===== config.mk =====
export PLATFORM = sky130hd
export DESIGN_NAME = opsm_top
export DESIGN_NICKNAME = d
export VERILOG_FILES = /design/src/verilog/opsm_clk_div.v /design/src/verilog/opsm_top.v
export VERILOG_INCLUDE_DIRS = /design/src /design/src/verilog
export SDC_FILE = /design/constraint.sdc
export NUM_CORES = 1
export LEC_CHECK = 0
export ABC_AREA = 1
export CORE_UTILIZATION = 55
export DETAILED_ROUTE_END_ITERATION = 10
export DONT_BUFFER_PORTS = 1
export HOLD_SLACK_MARGIN = 0.08
export PLACE_DENSITY = 0.7
export SLEW_MARGIN = 20
export SYNTH_ARGS = -nofsm -noshare
export SYNTH_HDL_FRONTEND = slang
export SYNTH_HIERARCHICAL = 1
export SYNTH_SLANG_ARGS = --single-unit
export TNS_END_PERCENT = 20

===== constraint.sdc =====
create_clock -name hclk -period 1.9 [get_ports hclk]
set_clock_uncertainty 0.05 [all_clocks]
set_input_delay 0.57 -clock hclk [delete_from_list [all_inputs] [get_ports hclk]]
set_output_delay 0.57 -clock hclk [all_outputs]
set_load 0.03 [all_outputs]

===== src/verilog/opsm_defs.vh =====
// register map, field positions and reset values of the output port block
// assumes a 32-bit ahb-lite slave decoding byte addresses in the low bits
`ifndef OPSM_DEFS_VH
`define OPSM_DEFS_VH

// word-aligned byte offsets
`define OPSM_OFF_DATA   4'h0
`define OPSM_OFF_HIZ    4'h4
`define OPSM_OFF_CTRL   4'h8
`define OPSM_OFF_STAT   4'hc
`define OPSM_ADDR_MSB   3

// dedicated pin indices inside the data and hiz words
`define OPSM_P_INVT     0
`define OPSM_P_TCLK     1
`define OPSM_P_OSC      2
`define OPSM_P_BUZ      3
`define OPSM_P_INVB     4
`define OPSM_PIN_MSB    4
`define OPSM_SEG_LSB    16
`define OPSM_SEG_MSB    26

// control word fields
`define OPSM_C_TCLK_ON  0
`define OPSM_C_OSC_ON   1
`define OPSM_C_DIV_LSB  2
`define OPSM_C_DIV_MSB  4
`define OPSM_C_BUZ_ON   5
`define OPSM_C_BUZ_SHOT 6
`define OPSM_C_HSO      8

// status word fields
`define OPSM_S_TCLK     0
`define OPSM_S_OSC      1
`define OPSM_S_BUZ      2
`define OPSM_S_STOP     3
`define OPSM_S_LVL_LSB  4
`define OPSM_S_LVL_MSB  8
`define OPSM_S_OE_LSB   12
`define OPSM_S_OE_MSB   16

// reset values
`define OPSM_PIN_RST    5'h00
`define OPSM_SEG_RST    11'h000
`define OPSM_DIV_RST    3'h0
`define OPSM_HSO_RST    1'b1

// build-time choices for the inverted timer or carrier pin
`define OPSM_INVT_DC    2'h0
`define OPSM_INVT_TIMER 2'h1
`define OPSM_INVT_CARR  2'h2

`endif


===== src/verilog/opsm_clk_div.v =====
// divider for the oscillator clock output: ratio 1, 2, 4 or 8
// assumes src_in is a level sampled synchronously to hclk
`timescale 1ns/1ps

module opsm_clk_div (
	// clock and reset
	input  wire       hclk,
	input  wire       hresetn,
	// source and ratio (0..3 -> /1 /2 /4 /8)
	input  wire       src_in,
	input  wire [1:0] ratio,
	// divided level
	output reg        div_out
);

	reg       src_d_r;
	reg [2:0] cnt_r;
	wire [2:0] cnt_nxt;
	reg       div_nxt;

	// each counter bit toggles at half the rate of the one below
	assign cnt_nxt = (src_in && !src_d_r) ? cnt_r + 3'h1 : cnt_r;

	always @* begin
		case (ratio)
			2'h0:    div_nxt = src_in;
			2'h1:    div_nxt = cnt_r[0];
			2'h2:    div_nxt = cnt_r[1];
			2'h3:    div_nxt = cnt_r[2];
			default: div_nxt = 1'b0;
		endcase
	end

	always @(posedge hclk or negedge hresetn) begin
		if (!hresetn) begin
			src_d_r <= 1'b0;
			cnt_r   <= 3'h0;
			div_out <= 1'b0;
		end else begin
			src_d_r <= src_in;
			cnt_r   <= cnt_nxt;
			div_out <= div_nxt;
		end
	end

endmodule


===== src/verilog/opsm_top.v =====
// output port block: five dedicated pins, eleven segment pins, special sources
// assumes one ahb-lite master, all source signals synchronous to hclk
//
// Local design decisions: the register offsets and the AHB-Lite slave port.
`timescale 1ns/1ps
`include "opsm_defs.vh"

// Function
// - every pin drives push-pull whenever it is not floated
// - hiz select 1 floats the pin, 0 drives it
// - in dc mode data 1 drives high, data 0 drives low
// - data written while floated is kept and shows on release
// - segment hiz bits act only in dc mode, else plain storage
// - three pins chosen by software, two inverted pins by build option
// - carrier option cuts the inverted timer pin data from the pin
// - timer output on: clock anded with data, and inverse; off: pin follows its data bit, inverse pin low
// - timer clock toggles on each underflow, half the underflow rate
// - osc output on drives divided clock anded with data, off drives its data bit
// - 3-bit select: low or high oscillator divided by 1, 2, 4, 8
// - high-speed oscillator runs after reset
// - buzzer on or one-shot ors buzzer into data; off or stop: pin follows its data bit, inverse high
// - gating is unsynchronised to enables; short glitches accepted
// - all hiz select bits reset to 0
module opsm_top #(
	parameter [1:0]  INV_TIMER_MODE  = `OPSM_INVT_DC,
	parameter        INV_BUZZER_MODE = 0,
	parameter [10:0] SEG_DC_MASK     = 11'h000
) (
	// ahb-lite slave
	input  wire        hclk,
	input  wire        hresetn,
	input  wire        hsel,
	input  wire [31:0] haddr,
	input  wire [1:0]  htrans,
	input  wire        hwrite,
	input  wire [2:0]  hsize,
	input  wire [31:0] hwdata,
	input  wire        hready,
	output reg  [31:0] hrdata,
	output wire        hreadyout,
	output wire        hresp,
	// special sources
	input  wire        timer_underflow,
	input  wire        buzzer_signal,
	input  wire        ir_carrier_signal,
	input  wire        low_speed_oscillator,
	input  wire        high_speed_oscillator,
	input  wire        buzzer_one_shot_stop,
	input  wire [10:0] seg_lcd_level,
	output wire        high_speed_osc_run,
	// dedicated pins
	output reg         inv_timer_or_carrier_pin_o,
	output reg         inv_timer_or_carrier_pin_oe,
	output reg         timer_clock_pin_o,
	output reg         timer_clock_pin_oe,
	output reg         osc_clock_pin_o,
	output reg         osc_clock_pin_oe,
	output reg         buzzer_pin_o,
	output reg         buzzer_pin_oe,
	output reg         inv_buzzer_pin_o,
	output reg         inv_buzzer_pin_oe,
	// segment pins
	output reg  [10:0] segment_dc_pins_o,
	output reg  [10:0] segment_dc_pins_oe
);

	// ----------------------------------------------------------------
	// register decode helpers
	// ----------------------------------------------------------------

	function is_reg;
		input [`OPSM_ADDR_MSB:0] addr;
		input [`OPSM_ADDR_MSB:0] off;
		begin
			is_reg = (addr == off);
		end
	endfunction

	// ----------------------------------------------------------------
	// state
	// ----------------------------------------------------------------

	reg  [`OPSM_PIN_MSB:0]     pin_data_r;
	reg  [`OPSM_PIN_MSB:0]     pin_data_nxt;
	reg  [`OPSM_PIN_MSB:0]     pin_hiz_r;
	reg  [`OPSM_PIN_MSB:0]     pin_hiz_nxt;
	reg  [10:0]                seg_data_r;
	reg  [10:0]                seg_data_nxt;
	reg  [10:0]                seg_hiz_r;
	reg  [10:0]                seg_hiz_nxt;
	reg                        tclk_on_r;
	reg                        tclk_on_nxt;
	reg                        osc_on_r;
	reg                        osc_on_nxt;
	reg  [2:0]                 div_sel_r;
	reg  [2:0]                 div_sel_nxt;
	reg                        buz_on_r;
	reg                        buz_on_nxt;
	reg                        buz_shot_r;
	reg                        buz_shot_nxt;
	reg                        hso_on_r;
	reg                        hso_on_nxt;
	reg                        timer_clock_signal_r;
	reg                        dp_valid_r;
	reg                        dp_write_r;
	reg  [`OPSM_ADDR_MSB:0]    dp_addr_r;
	reg  [31:0]                rdata_nxt;
	wire                       ap_take;
	wire [`OPSM_ADDR_MSB:0]    ap_addr;
	wire                       divided_osc_signal;
	wire                       osc_src;
	wire                       buz_gate;
	reg  [`OPSM_PIN_MSB:0]     lvl_nxt;
	reg  [`OPSM_PIN_MSB:0]     oe_nxt;
	wire [10:0]                seg_lvl_nxt;
	wire [10:0]                seg_oe_nxt;

	// ----------------------------------------------------------------
	// ahb-lite slave: zero wait states, always okay
	// ----------------------------------------------------------------

	assign hreadyout = 1'b1;
	assign hresp     = 1'b0;
	assign ap_take   = hsel && hready && htrans[1];
	assign ap_addr   = haddr[`OPSM_ADDR_MSB:0];

	// hsize is not decoded: only whole-word transfers are supported
	always @(posedge hclk or negedge hresetn) begin
		if (!hresetn) begin
			dp_valid_r <= 1'b0;
			dp_write_r <= 1'b0;
			dp_addr_r  <= 4'h0;
		end else if (hready) begin
			dp_valid_r <= ap_take;
			dp_write_r <= hwrite;
			dp_addr_r  <= ap_addr;
		end
	end

	// ----------------------------------------------------------------
	// register writes in the data phase
	// ----------------------------------------------------------------

	always @* begin
		pin_data_nxt = pin_data_r;
		pin_hiz_nxt  = pin_hiz_r;
		seg_data_nxt = seg_data_r;
		seg_hiz_nxt  = seg_hiz_r;
		tclk_on_nxt  = tclk_on_r;
		osc_on_nxt   = osc_on_r;
		div_sel_nxt  = div_sel_r;
		buz_on_nxt   = buz_on_r;
		buz_shot_nxt = buz_shot_r;
		hso_on_nxt   = hso_on_r;
		if (dp_valid_r && dp_write_r) begin
			// data is stored regardless of hiz, so it appears on release
			if (is_reg(dp_addr_r, `OPSM_OFF_DATA)) begin
				pin_data_nxt = hwdata[`OPSM_PIN_MSB:0];
				seg_data_nxt = hwdata[`OPSM_SEG_MSB:`OPSM_SEG_LSB];
			end
			if (is_reg(dp_addr_r, `OPSM_OFF_HIZ)) begin
				pin_hiz_nxt = hwdata[`OPSM_PIN_MSB:0];
				seg_hiz_nxt = hwdata[`OPSM_SEG_MSB:`OPSM_SEG_LSB];
			end
			if (is_reg(dp_addr_r, `OPSM_OFF_CTRL)) begin
				tclk_on_nxt  = hwdata[`OPSM_C_TCLK_ON];
				osc_on_nxt   = hwdata[`OPSM_C_OSC_ON];
				div_sel_nxt  = hwdata[`OPSM_C_DIV_MSB:`OPSM_C_DIV_LSB];
				buz_on_nxt   = hwdata[`OPSM_C_BUZ_ON];
				buz_shot_nxt = hwdata[`OPSM_C_BUZ_SHOT];
				hso_on_nxt  = hwdata[`OPSM_C_HSO];
			end
		end
	end

	always @(posedge hclk or negedge hresetn) begin
		if (!hresetn) begin
			pin_data_r <= `OPSM_PIN_RST;
			pin_hiz_r  <= `OPSM_PIN_RST;
			seg_data_r <= `OPSM_SEG_RST;
			seg_hiz_r  <= `OPSM_SEG_RST;
			tclk_on_r  <= 1'b0;
			osc_on_r   <= 1'b0;
			div_sel_r  <= `OPSM_DIV_RST;
			buz_on_r   <= 1'b0;
			buz_shot_r <= 1'b0;
			hso_on_r   <= `OPSM_HSO_RST;
		end else begin
			pin_data_r <= pin_data_nxt;
			pin_hiz_r  <= pin_hiz_nxt;
			seg_data_r <= seg_data_nxt;
			seg_hiz_r  <= seg_hiz_nxt;
			tclk_on_r  <= tclk_on_nxt;
			osc_on_r   <= osc_on_nxt;
			div_sel_r  <= div_sel_nxt;
			buz_on_r   <= buz_on_nxt;
			buz_shot_r <= buz_shot_nxt;
			hso_on_r   <= hso_on_nxt;
		end
	end

	// the oscillator itself lives elsewhere; this only drives its run request
	assign high_speed_osc_run = hso_on_r;

	// ----------------------------------------------------------------
	// register reads, captured at the address phase
	// ----------------------------------------------------------------

	// reading the next values forwards a write in the preceding data phase
	always @* begin
		rdata_nxt = 32'h0000_0000;
		if (is_reg(ap_addr, `OPSM_OFF_DATA)) begin
			rdata_nxt[`OPSM_PIN_MSB:0]             = pin_data_nxt;
			rdata_nxt[`OPSM_SEG_MSB:`OPSM_SEG_LSB] = seg_data_nxt;
		end
		if (is_reg(ap_addr, `OPSM_OFF_HIZ)) begin
			rdata_nxt[`OPSM_PIN_MSB:0]             = pin_hiz_nxt;
			rdata_nxt[`OPSM_SEG_MSB:`OPSM_SEG_LSB] = seg_hiz_nxt;
		end
		if (is_reg(ap_addr, `OPSM_OFF_CTRL)) begin
			rdata_nxt[`OPSM_C_TCLK_ON]               = tclk_on_nxt;
			rdata_nxt[`OPSM_C_OSC_ON]                = osc_on_nxt;
			rdata_nxt[`OPSM_C_DIV_MSB:`OPSM_C_DIV_LSB] = div_sel_nxt;
			rdata_nxt[`OPSM_C_BUZ_ON]                = buz_on_nxt;
			rdata_nxt[`OPSM_C_BUZ_SHOT]              = buz_shot_nxt;
			rdata_nxt[`OPSM_C_HSO]                   = hso_on_nxt;
		end
		if (is_reg(ap_addr, `OPSM_OFF_STAT)) begin
			rdata_nxt[`OPSM_S_TCLK]                    = timer_clock_signal_r;
			rdata_nxt[`OPSM_S_OSC]                     = divided_osc_signal;
			rdata_nxt[`OPSM_S_BUZ]                     = buzzer_signal;
			rdata_nxt[`OPSM_S_STOP]                    = buzzer_one_shot_stop;
			rdata_nxt[`OPSM_S_LVL_MSB:`OPSM_S_LVL_LSB] = {inv_buzzer_pin_o, buzzer_pin_o,
				osc_clock_pin_o, timer_clock_pin_o, inv_timer_or_carrier_pin_o};
			rdata_nxt[`OPSM_S_OE_MSB:`OPSM_S_OE_LSB]   = {inv_buzzer_pin_oe, buzzer_pin_oe,
				osc_clock_pin_oe, timer_clock_pin_oe, inv_timer_or_carrier_pin_oe};
		end
	end

	always @(posedge hclk or negedge hresetn) begin
		if (!hresetn) begin
			hrdata <= 32'h0000_0000;
		end else if (ap_take && !hwrite) begin
			hrdata <= rdata_nxt;
		end
	end

	// ----------------------------------------------------------------
	// special sources
	// ----------------------------------------------------------------

	// halving the underflow rate gives a clean 50 percent duty clock
	always @(posedge hclk or negedge hresetn) begin
		if (!hresetn) begin
			timer_clock_signal_r <= 1'b0;
		end else if (timer_underflow) begin
			timer_clock_signal_r <= !timer_clock_signal_r;
		end
	end

	// bit 2 picks the oscillator, bits 1:0 the ratio
	assign osc_src = div_sel_r[2] ? high_speed_oscillator : low_speed_oscillator;

	opsm_clk_div u_div (
		.hclk    (hclk),
		.hresetn (hresetn),
		.src_in  (osc_src),
		.ratio   (div_sel_r[1:0]),
		.div_out (divided_osc_signal)
	);

	// stop wins over both starts
	assign buz_gate = (buz_on_r || buz_shot_r) && !buzzer_one_shot_stop;

	// ----------------------------------------------------------------
	// dedicated pin muxing
	// ----------------------------------------------------------------

	// enables are not aligned to source edges, so a short pulse may appear
	always @* begin
		oe_nxt = ~pin_hiz_r;
		// inverted timer pin: fixed by build option
		case (INV_TIMER_MODE)
			`OPSM_INVT_TIMER: lvl_nxt[`OPSM_P_INVT] = tclk_on_r && !timer_clock_signal_r;
			`OPSM_INVT_CARR:  lvl_nxt[`OPSM_P_INVT] = ir_carrier_signal;
			default:          lvl_nxt[`OPSM_P_INVT] = pin_data_r[`OPSM_P_INVT];
		endcase
		// data is anded in, so it must be held at 1 while clocking
		lvl_nxt[`OPSM_P_TCLK] = pin_data_r[`OPSM_P_TCLK] &&
			(!tclk_on_r || timer_clock_signal_r);
		lvl_nxt[`OPSM_P_OSC] = pin_data_r[`OPSM_P_OSC] &&
			(!osc_on_r || divided_osc_signal);
		// data is ored in, so it must be held at 0 while sounding
		lvl_nxt[`OPSM_P_BUZ] = pin_data_r[`OPSM_P_BUZ] ||
			(buz_gate && buzzer_signal);
		if (INV_BUZZER_MODE != 0) begin
			lvl_nxt[`OPSM_P_INVB] = !(buz_gate && buzzer_signal);
		end else begin
			lvl_nxt[`OPSM_P_INVB] = pin_data_r[`OPSM_P_INVB];
		end
	end

	always @(posedge hclk or negedge hresetn) begin
		if (!hresetn) begin
			inv_timer_or_carrier_pin_o  <= 1'b0;
			inv_timer_or_carrier_pin_oe <= 1'b0;
			timer_clock_pin_o           <= 1'b0;
			timer_clock_pin_oe          <= 1'b0;
			osc_clock_pin_o             <= 1'b0;
			osc_clock_pin_oe            <= 1'b0;
			buzzer_pin_o                <= 1'b0;
			buzzer_pin_oe               <= 1'b0;
			inv_buzzer_pin_o            <= 1'b0;
			inv_buzzer_pin_oe           <= 1'b0;
		end else begin
			inv_timer_or_carrier_pin_o  <= lvl_nxt[`OPSM_P_INVT];
			inv_timer_or_carrier_pin_oe <= oe_nxt[`OPSM_P_INVT];
			timer_clock_pin_o           <= lvl_nxt[`OPSM_P_TCLK];
			timer_clock_pin_oe          <= oe_nxt[`OPSM_P_TCLK];
			osc_clock_pin_o             <= lvl_nxt[`OPSM_P_OSC];
			osc_clock_pin_oe            <= oe_nxt[`OPSM_P_OSC];
			buzzer_pin_o                <= lvl_nxt[`OPSM_P_BUZ];
			buzzer_pin_oe               <= oe_nxt[`OPSM_P_BUZ];
			inv_buzzer_pin_o            <= lvl_nxt[`OPSM_P_INVB];
			inv_buzzer_pin_oe           <= oe_nxt[`OPSM_P_INVB];
		end
	end

	// ----------------------------------------------------------------
	// segment pins
	// ----------------------------------------------------------------

	// a segment left to the lcd driver always drives its lcd level
	genvar gi;
	generate
		for (gi = 0; gi < 11; gi = gi + 1) begin : g_seg
			if (SEG_DC_MASK[gi]) begin : g_dc
				assign seg_lvl_nxt[gi] = seg_data_r[gi];
				assign seg_oe_nxt[gi]  = !seg_hiz_r[gi];
			end else begin : g_lcd
				assign seg_lvl_nxt[gi] = seg_lcd_level[gi];
				assign seg_oe_nxt[gi]  = 1'b1;
			end
		end
	endgenerate

	always @(posedge hclk or negedge hresetn) begin
		if (!hresetn) begin
			segment_dc_pins_o  <= `OPSM_SEG_RST;
			segment_dc_pins_oe <= `OPSM_SEG_RST;
		end else begin
			segment_dc_pins_o  <= seg_lvl_nxt;
			segment_dc_pins_oe <= seg_oe_nxt;
		end
	end

endmodule


# Word-level counts from Yosys, hierarchy flattened

Cells that the tools add are included.

Bits in registers: 98
Input port bits: 91
Output and inout port bits: 67
Word-level logic and storage cells: 92

Add/subtract/negate cells: 1
Eq/ne operators: 8
Mux-type cells: 30
Bitwise operators: 1
Reduce and logical (&&, ||, !) cells: 22

Operators by type and width:

| cell                | count |
|---|---|
| $mux 11             | 6 |
| $mux 5              | 7 |
| $eq 4x4->1 const B  | 3 |
| $mux 1              | 12 |
| $logic_and 1x1->1   | 9 |
| $mux 9              | 1 |
| $eq 4x3->1 const B  | 2 |
| $logic_not 4->1     | 2 |
| $mux 7              | 1 |
| $logic_not 1->1     | 6 |
| $mux 3              | 2 |
| $not 5->5           | 1 |
| $eq 2x2->1 const B  | 2 |
| $logic_or 1x1->1    | 4 |
| $pmux 1 s4          | 1 |
| $add 3x1->3 const B | 1 |
| $eq 2x1->1 const B  | 1 |
| $logic_not 2->1     | 1 |

# Depth between registers and ports, before layout

Depth after elaboration: 7
Depth in mapped cells: 10
Gate-level depth less buffers: 10

# Cells and area by module

Netlist, hierarchy kept.

Modules (own cells, without submodules):

| module       | instances | cells each | area an instance (sq um) | seq. area each (sq um) |
|---|---|---|---|---|
| opsm_top     | 1         | 501        | 4269.1                   | 2328.5 |
| opsm_clk_div | 1         | 29         | 237.7                    | 125.1 |

# Worst setup path before layout

OpenSTA, ideal clock, no wires.

Path kind: input to register
Start: in haddr[2]
End: reg hrdata[17]
Setup time: 66 ps
Arrival time: 1419 ps
Required time: 1784 ps
Path slack: 366 ps
Stages: 8
Buffers on the path: 1
Cell sequence: inv_2 > nand3_1 > nor2_2 > buf_2 > nand3_1 > nand2_1 > nand2_1 > nand2_1

Word-level cells in the longest chain between the ends: 3
Elaborated cells on any way between the ends: 4
Classes of those cells: 1 x eq/ne; 2 x mux; 1 x reduce/logical

Ends and longest elaborated chain:

| what                   | line           | RTL |
|---|---|---|
| start: declaration     | opsm_top.v:33  | `input wire [31:0] haddr,` |
| $logic_not 4->1        | opsm_top.v:75  | `is_reg = (addr == off);` |
| $mux 11                | opsm_top.v:212 | `` if (is_reg(ap_addr, `OPSM_OFF_DATA)) begin `` |
| $mux 11 (*)            | opsm_top.v:216 | `` if (is_reg(ap_addr, `OPSM_OFF_HIZ)) begin `` |
| end signal: assignment | opsm_top.v:244 | `hrdata <= rdata_nxt;` |
| end: declaration       | opsm_top.v:39  | `output reg [31:0] hrdata,` |

Every way passes the cells marked *; elsewhere a longest branch is shown, timed or not.
A chain may end at the register's enable or synchronous reset.

# Worst setup path in the final report

Start: reg segment_dc_pins_oe[0] (netlist name)
End: out segment_dc_pins_oe[0]

RTL lines:

| what             | line          | RTL |
|---|---|---|
| end: declaration | opsm_top.v:64 | `output reg [10:0] segment_dc_pins_oe` |

No word-level cell between the ends.

==> out/results.txt <==
Final TNS setup: 0 ns
Synth area leaders: dfrtp_1, nand2_1, nand3_1
Core area: 0.00781 mm2
CP arrival: 1.14 ns
Yosys top cell by area: dfrtp_1
Switching Share: 0.332
CP delay by family, top: flip-flops
Row cnt: 32
DP HPWL: 6.70 mm
Pwr dens: 1210 mW/mm2
Crit path kind: reg2out
Clock Sinks: 98
HP Class: in2async
Synth warnings: 6
Outcome: finished, violations left
GRT Overall Usage: 0.238
Clock slew at reported path FFs: 0.09 ns
Crit path largest cell delay: 0.43 ns
Ant. Diodes: 0
P_leak: 2.52 nW
Final worst-path cycle share: 0.925
Avg Vias per Cell: 5.27
Final instance area: 0.00480 mm2
Critical R2R Capture: hrdata[23]
Syn Area/Cell: 8.50 um2
Unrepaired setup endpoints after global routing: no
Fill cells: 712
Routed Antenna Nets: 0
CP Cell Sequence: buf_12
Final Net Count: 622
Ratio of cells with drive above 1 in the final layout: 0.107
Placement Cell Area: 0.00457 mm2
Die span in x: 92.5 um
Pin count of the biggest net entering global routing: 99
Die footprint: 0.00856 mm2
Routed wire per std cell: 15.0 um
Pint: 3.87 mW
CTS tree: built
H-tree depth reported by CTS: 3
Synth cell types: 28
DRC Markers: 0
Max IR drop VDD: 530 uV
Final hold violation count: 97
WP data required: 1.28 ns
Total CTS buffers: 9
I/O Buffers: 0
Max FO, Critical Path: 11
R2R depth: 9
Fmax: 0.569 GHz
Initial Util: 0.577
Total I/O pin count: 158
Final setup violation count: 0
Failing checks: negative hold slack
Total grt overflow: 0
Netlist Area Pre-Place: 0.00451 mm2
Cells after synthesis: 530
Post-cts sizing count: 0
Register share of total power: 0.556
Sequential area share after synthesis: 0.544
Final Power: 5.80 mW
Critical Path Sink Type: output pin
Area growth, synth to finish: 6.50%
Final Util: 0.615
Initial antenna violation count: 0
Yosys reg bits: 98
Die height: 92.5 um
P_sw: 1.93 mW
Slowest cell on crit path: dfrtp_4
DRT Pass-1 Iters: 4
CTS root buffer: clkbuf_8
Comb power frac: 0.177
First-pass GRT wire length: 15.7 mm
Crit path launch type: flop
Clock power share: 0.267
Vias in the first global route: 3,381
Worst path bufs/invs: 1
Clock Path Buffers: 2
Fin Hold WS: -0.161 ns
RR Startpoint: dp_addr_r[1]
Final min period: 1.76 ns
Max Slew Vio Count: 0
Drt first-iter violations: 165
Clk_lat worst skew: 0.36 ns
RD Place Congestion: 0.822
Total number of vias: 3,357
Setup Fix Bufs, Post-CTS: 0
Synth top area share: 0.539
Final WL: 9.58 mm
Reg2reg setup slack: 0.23 ns
Max_cap viols: 0
worst register-to-register path, cell delays in order (launching register included):
cell	delay, ns
dfrtp_1	0.39
nor2_1	0.10
nand2_1	0.16
nor2_2	0.24
buf_4	0.27
nand2_1	0.11
nand3_1	0.10
nand2_1	0.07
nand2_1	0.06
nand2_1	0.04
cell type report:
| type | count | area, um2 | area share |
|---|---|---|---|
| clock buffer | 11 | 151 | 0.0315 |
| clock inverter | 5 | 82.6 | 0.0172 |
| inverter | 80 | 300 | 0.0626 |
| multi-input combinational | 326 | 1560 | 0.324 |
| sequential | 98 | 2460 | 0.512 |
| tap | 102 | 128 | 0.0266 |
| timing repair buffer | 15 | 125 | 0.0261 |
through the flow:
stage	setup WS, ns	std cells
5_1_grt	0.0442	637
6_report	0.143	637
3_3_place_gp	0.192	621
3_5_place_dp	0.170	621
2_1_floorplan	0.366	539
4_1_cts	0.126	637
power groups by stage:
| stage | clock network [mW] | logic (mW) | registers, mW |
|---|---|---|---|
| finish | 1.55 | 1.02 | 3.23 |
| global route | 1.65 | 1.19 | 3.29 |
| CTS | 1.58 | 1.03 | 3.23 |
| detailed placement | 0 | 1.02 | 3.27 |
| global placement | 0 | 0.970 | 3.25 |
| floorplan | 0 | 0.869 | 3.18 |
cell usage after synthesis:
library cell / instances
nand2_2: 2
nor3_4: 1
o21ai_1: 4
a21oi_1: 3
xor2_1: 2
ha_1: 1
nor3_2: 1
clkinv_1: 5
nor2_1: 4
o21bai_1: 1
nor2_4: 2
o21ai_0: 12
buf_4: 25
nand2_1: 147
o21a_1: 10
buf_2: 5
nand3_1: 94
mux2_2: 2
dfstp_2: 1
inv_1: 66
nor2_2: 6
inv_2: 9
and2_1: 22
clkbuf_1: 3
dfrtp_1: 97
conb_1: 2
nand3_2: 1
buf_1: 2
registers in the layout, indices dropped and copies added (netlist names), 3 cells and up:
| signal | cells |
|---|---|
| hrdata | 24 |
| seg_data_r | 11 |
| seg_hiz_r | 11 |
| segment_dc_pins_o | 11 |
| pin_data_r | 5 |
| pin_hiz_r | 5 |
| dp_addr_r | 4 |
| div_sel_r | 3 |
| u_div/cnt_r | 3 |
routing by layer:
layer / track usage / vias up / share of wire
met4: 0.0911 / 0 / 0.014
met1: 0.296 / 1630 / 0.43
met3: 0.0673 / 13 / 0.067
li1: - / 1613 / -
met2: 0.391 / 101 / 0.49
met5: 0 / - / 0
layout by cell type (no fill, tap or decap):
cell type	instances
a21oi_1	3
and2_1	22
buf_12	1
buf_4	14
bufinv_16	2
clkbuf_8	11
clkinv_1	5
clkinv_2	1
conb_1	11
dfrtp_1	96
dfrtp_4	1
dfstp_2	1
ha_1	1
inv_1	66
inv_2	9
inv_6	2
mux2_2	2
nand2_1	147
nand2_2	2
nand3_1	94
nand3_2	1
nor2_1	4
nor2_2	6
nor2_4	2
nor3_2	1
nor3_4	1
o21a_1	10
o21ai_0	12
o21ai_1	4
o21bai_1	1
xor2_1	2
kinds of logic (layout without fill, tap and decap cells):
kind of cell               Yosys count  in the layout  share of synthesized area
AOI/OAI and AO/OA                   30             30                     0.0394
xor gates and xnor gates             2              2                    0.00389
adders and majority gates            1              1                    0.00278
buffers and inverters              115            111                      0.118
DFF                                 98             98                      0.544
muxes                                2              2                    0.00500
other                                2             11                    0.00167
and+or+nand+nor                    280            280                      0.285
worst max-delay path by stage:
stage / from / endpoint / slack [ns] / cells after the start
finish: segment_dc_pins_oe[0] / segment_dc_pins_oe[0] / 0.14 / 1
global route: dp_addr_r[1] / hrdata[23] / 0.04 / 9
CTS: segment_dc_pins_oe[0] / segment_dc_pins_oe[0] / 0.13 / 1
detailed placement: htrans[1] / hrdata[4] / 0.17 / 8
global placement: haddr[2] / hrdata[2] / 0.19 / 7
floorplan: haddr[2] / hrdata[17] / 0.37 / 8
Power figures use the tool's default switching activity.
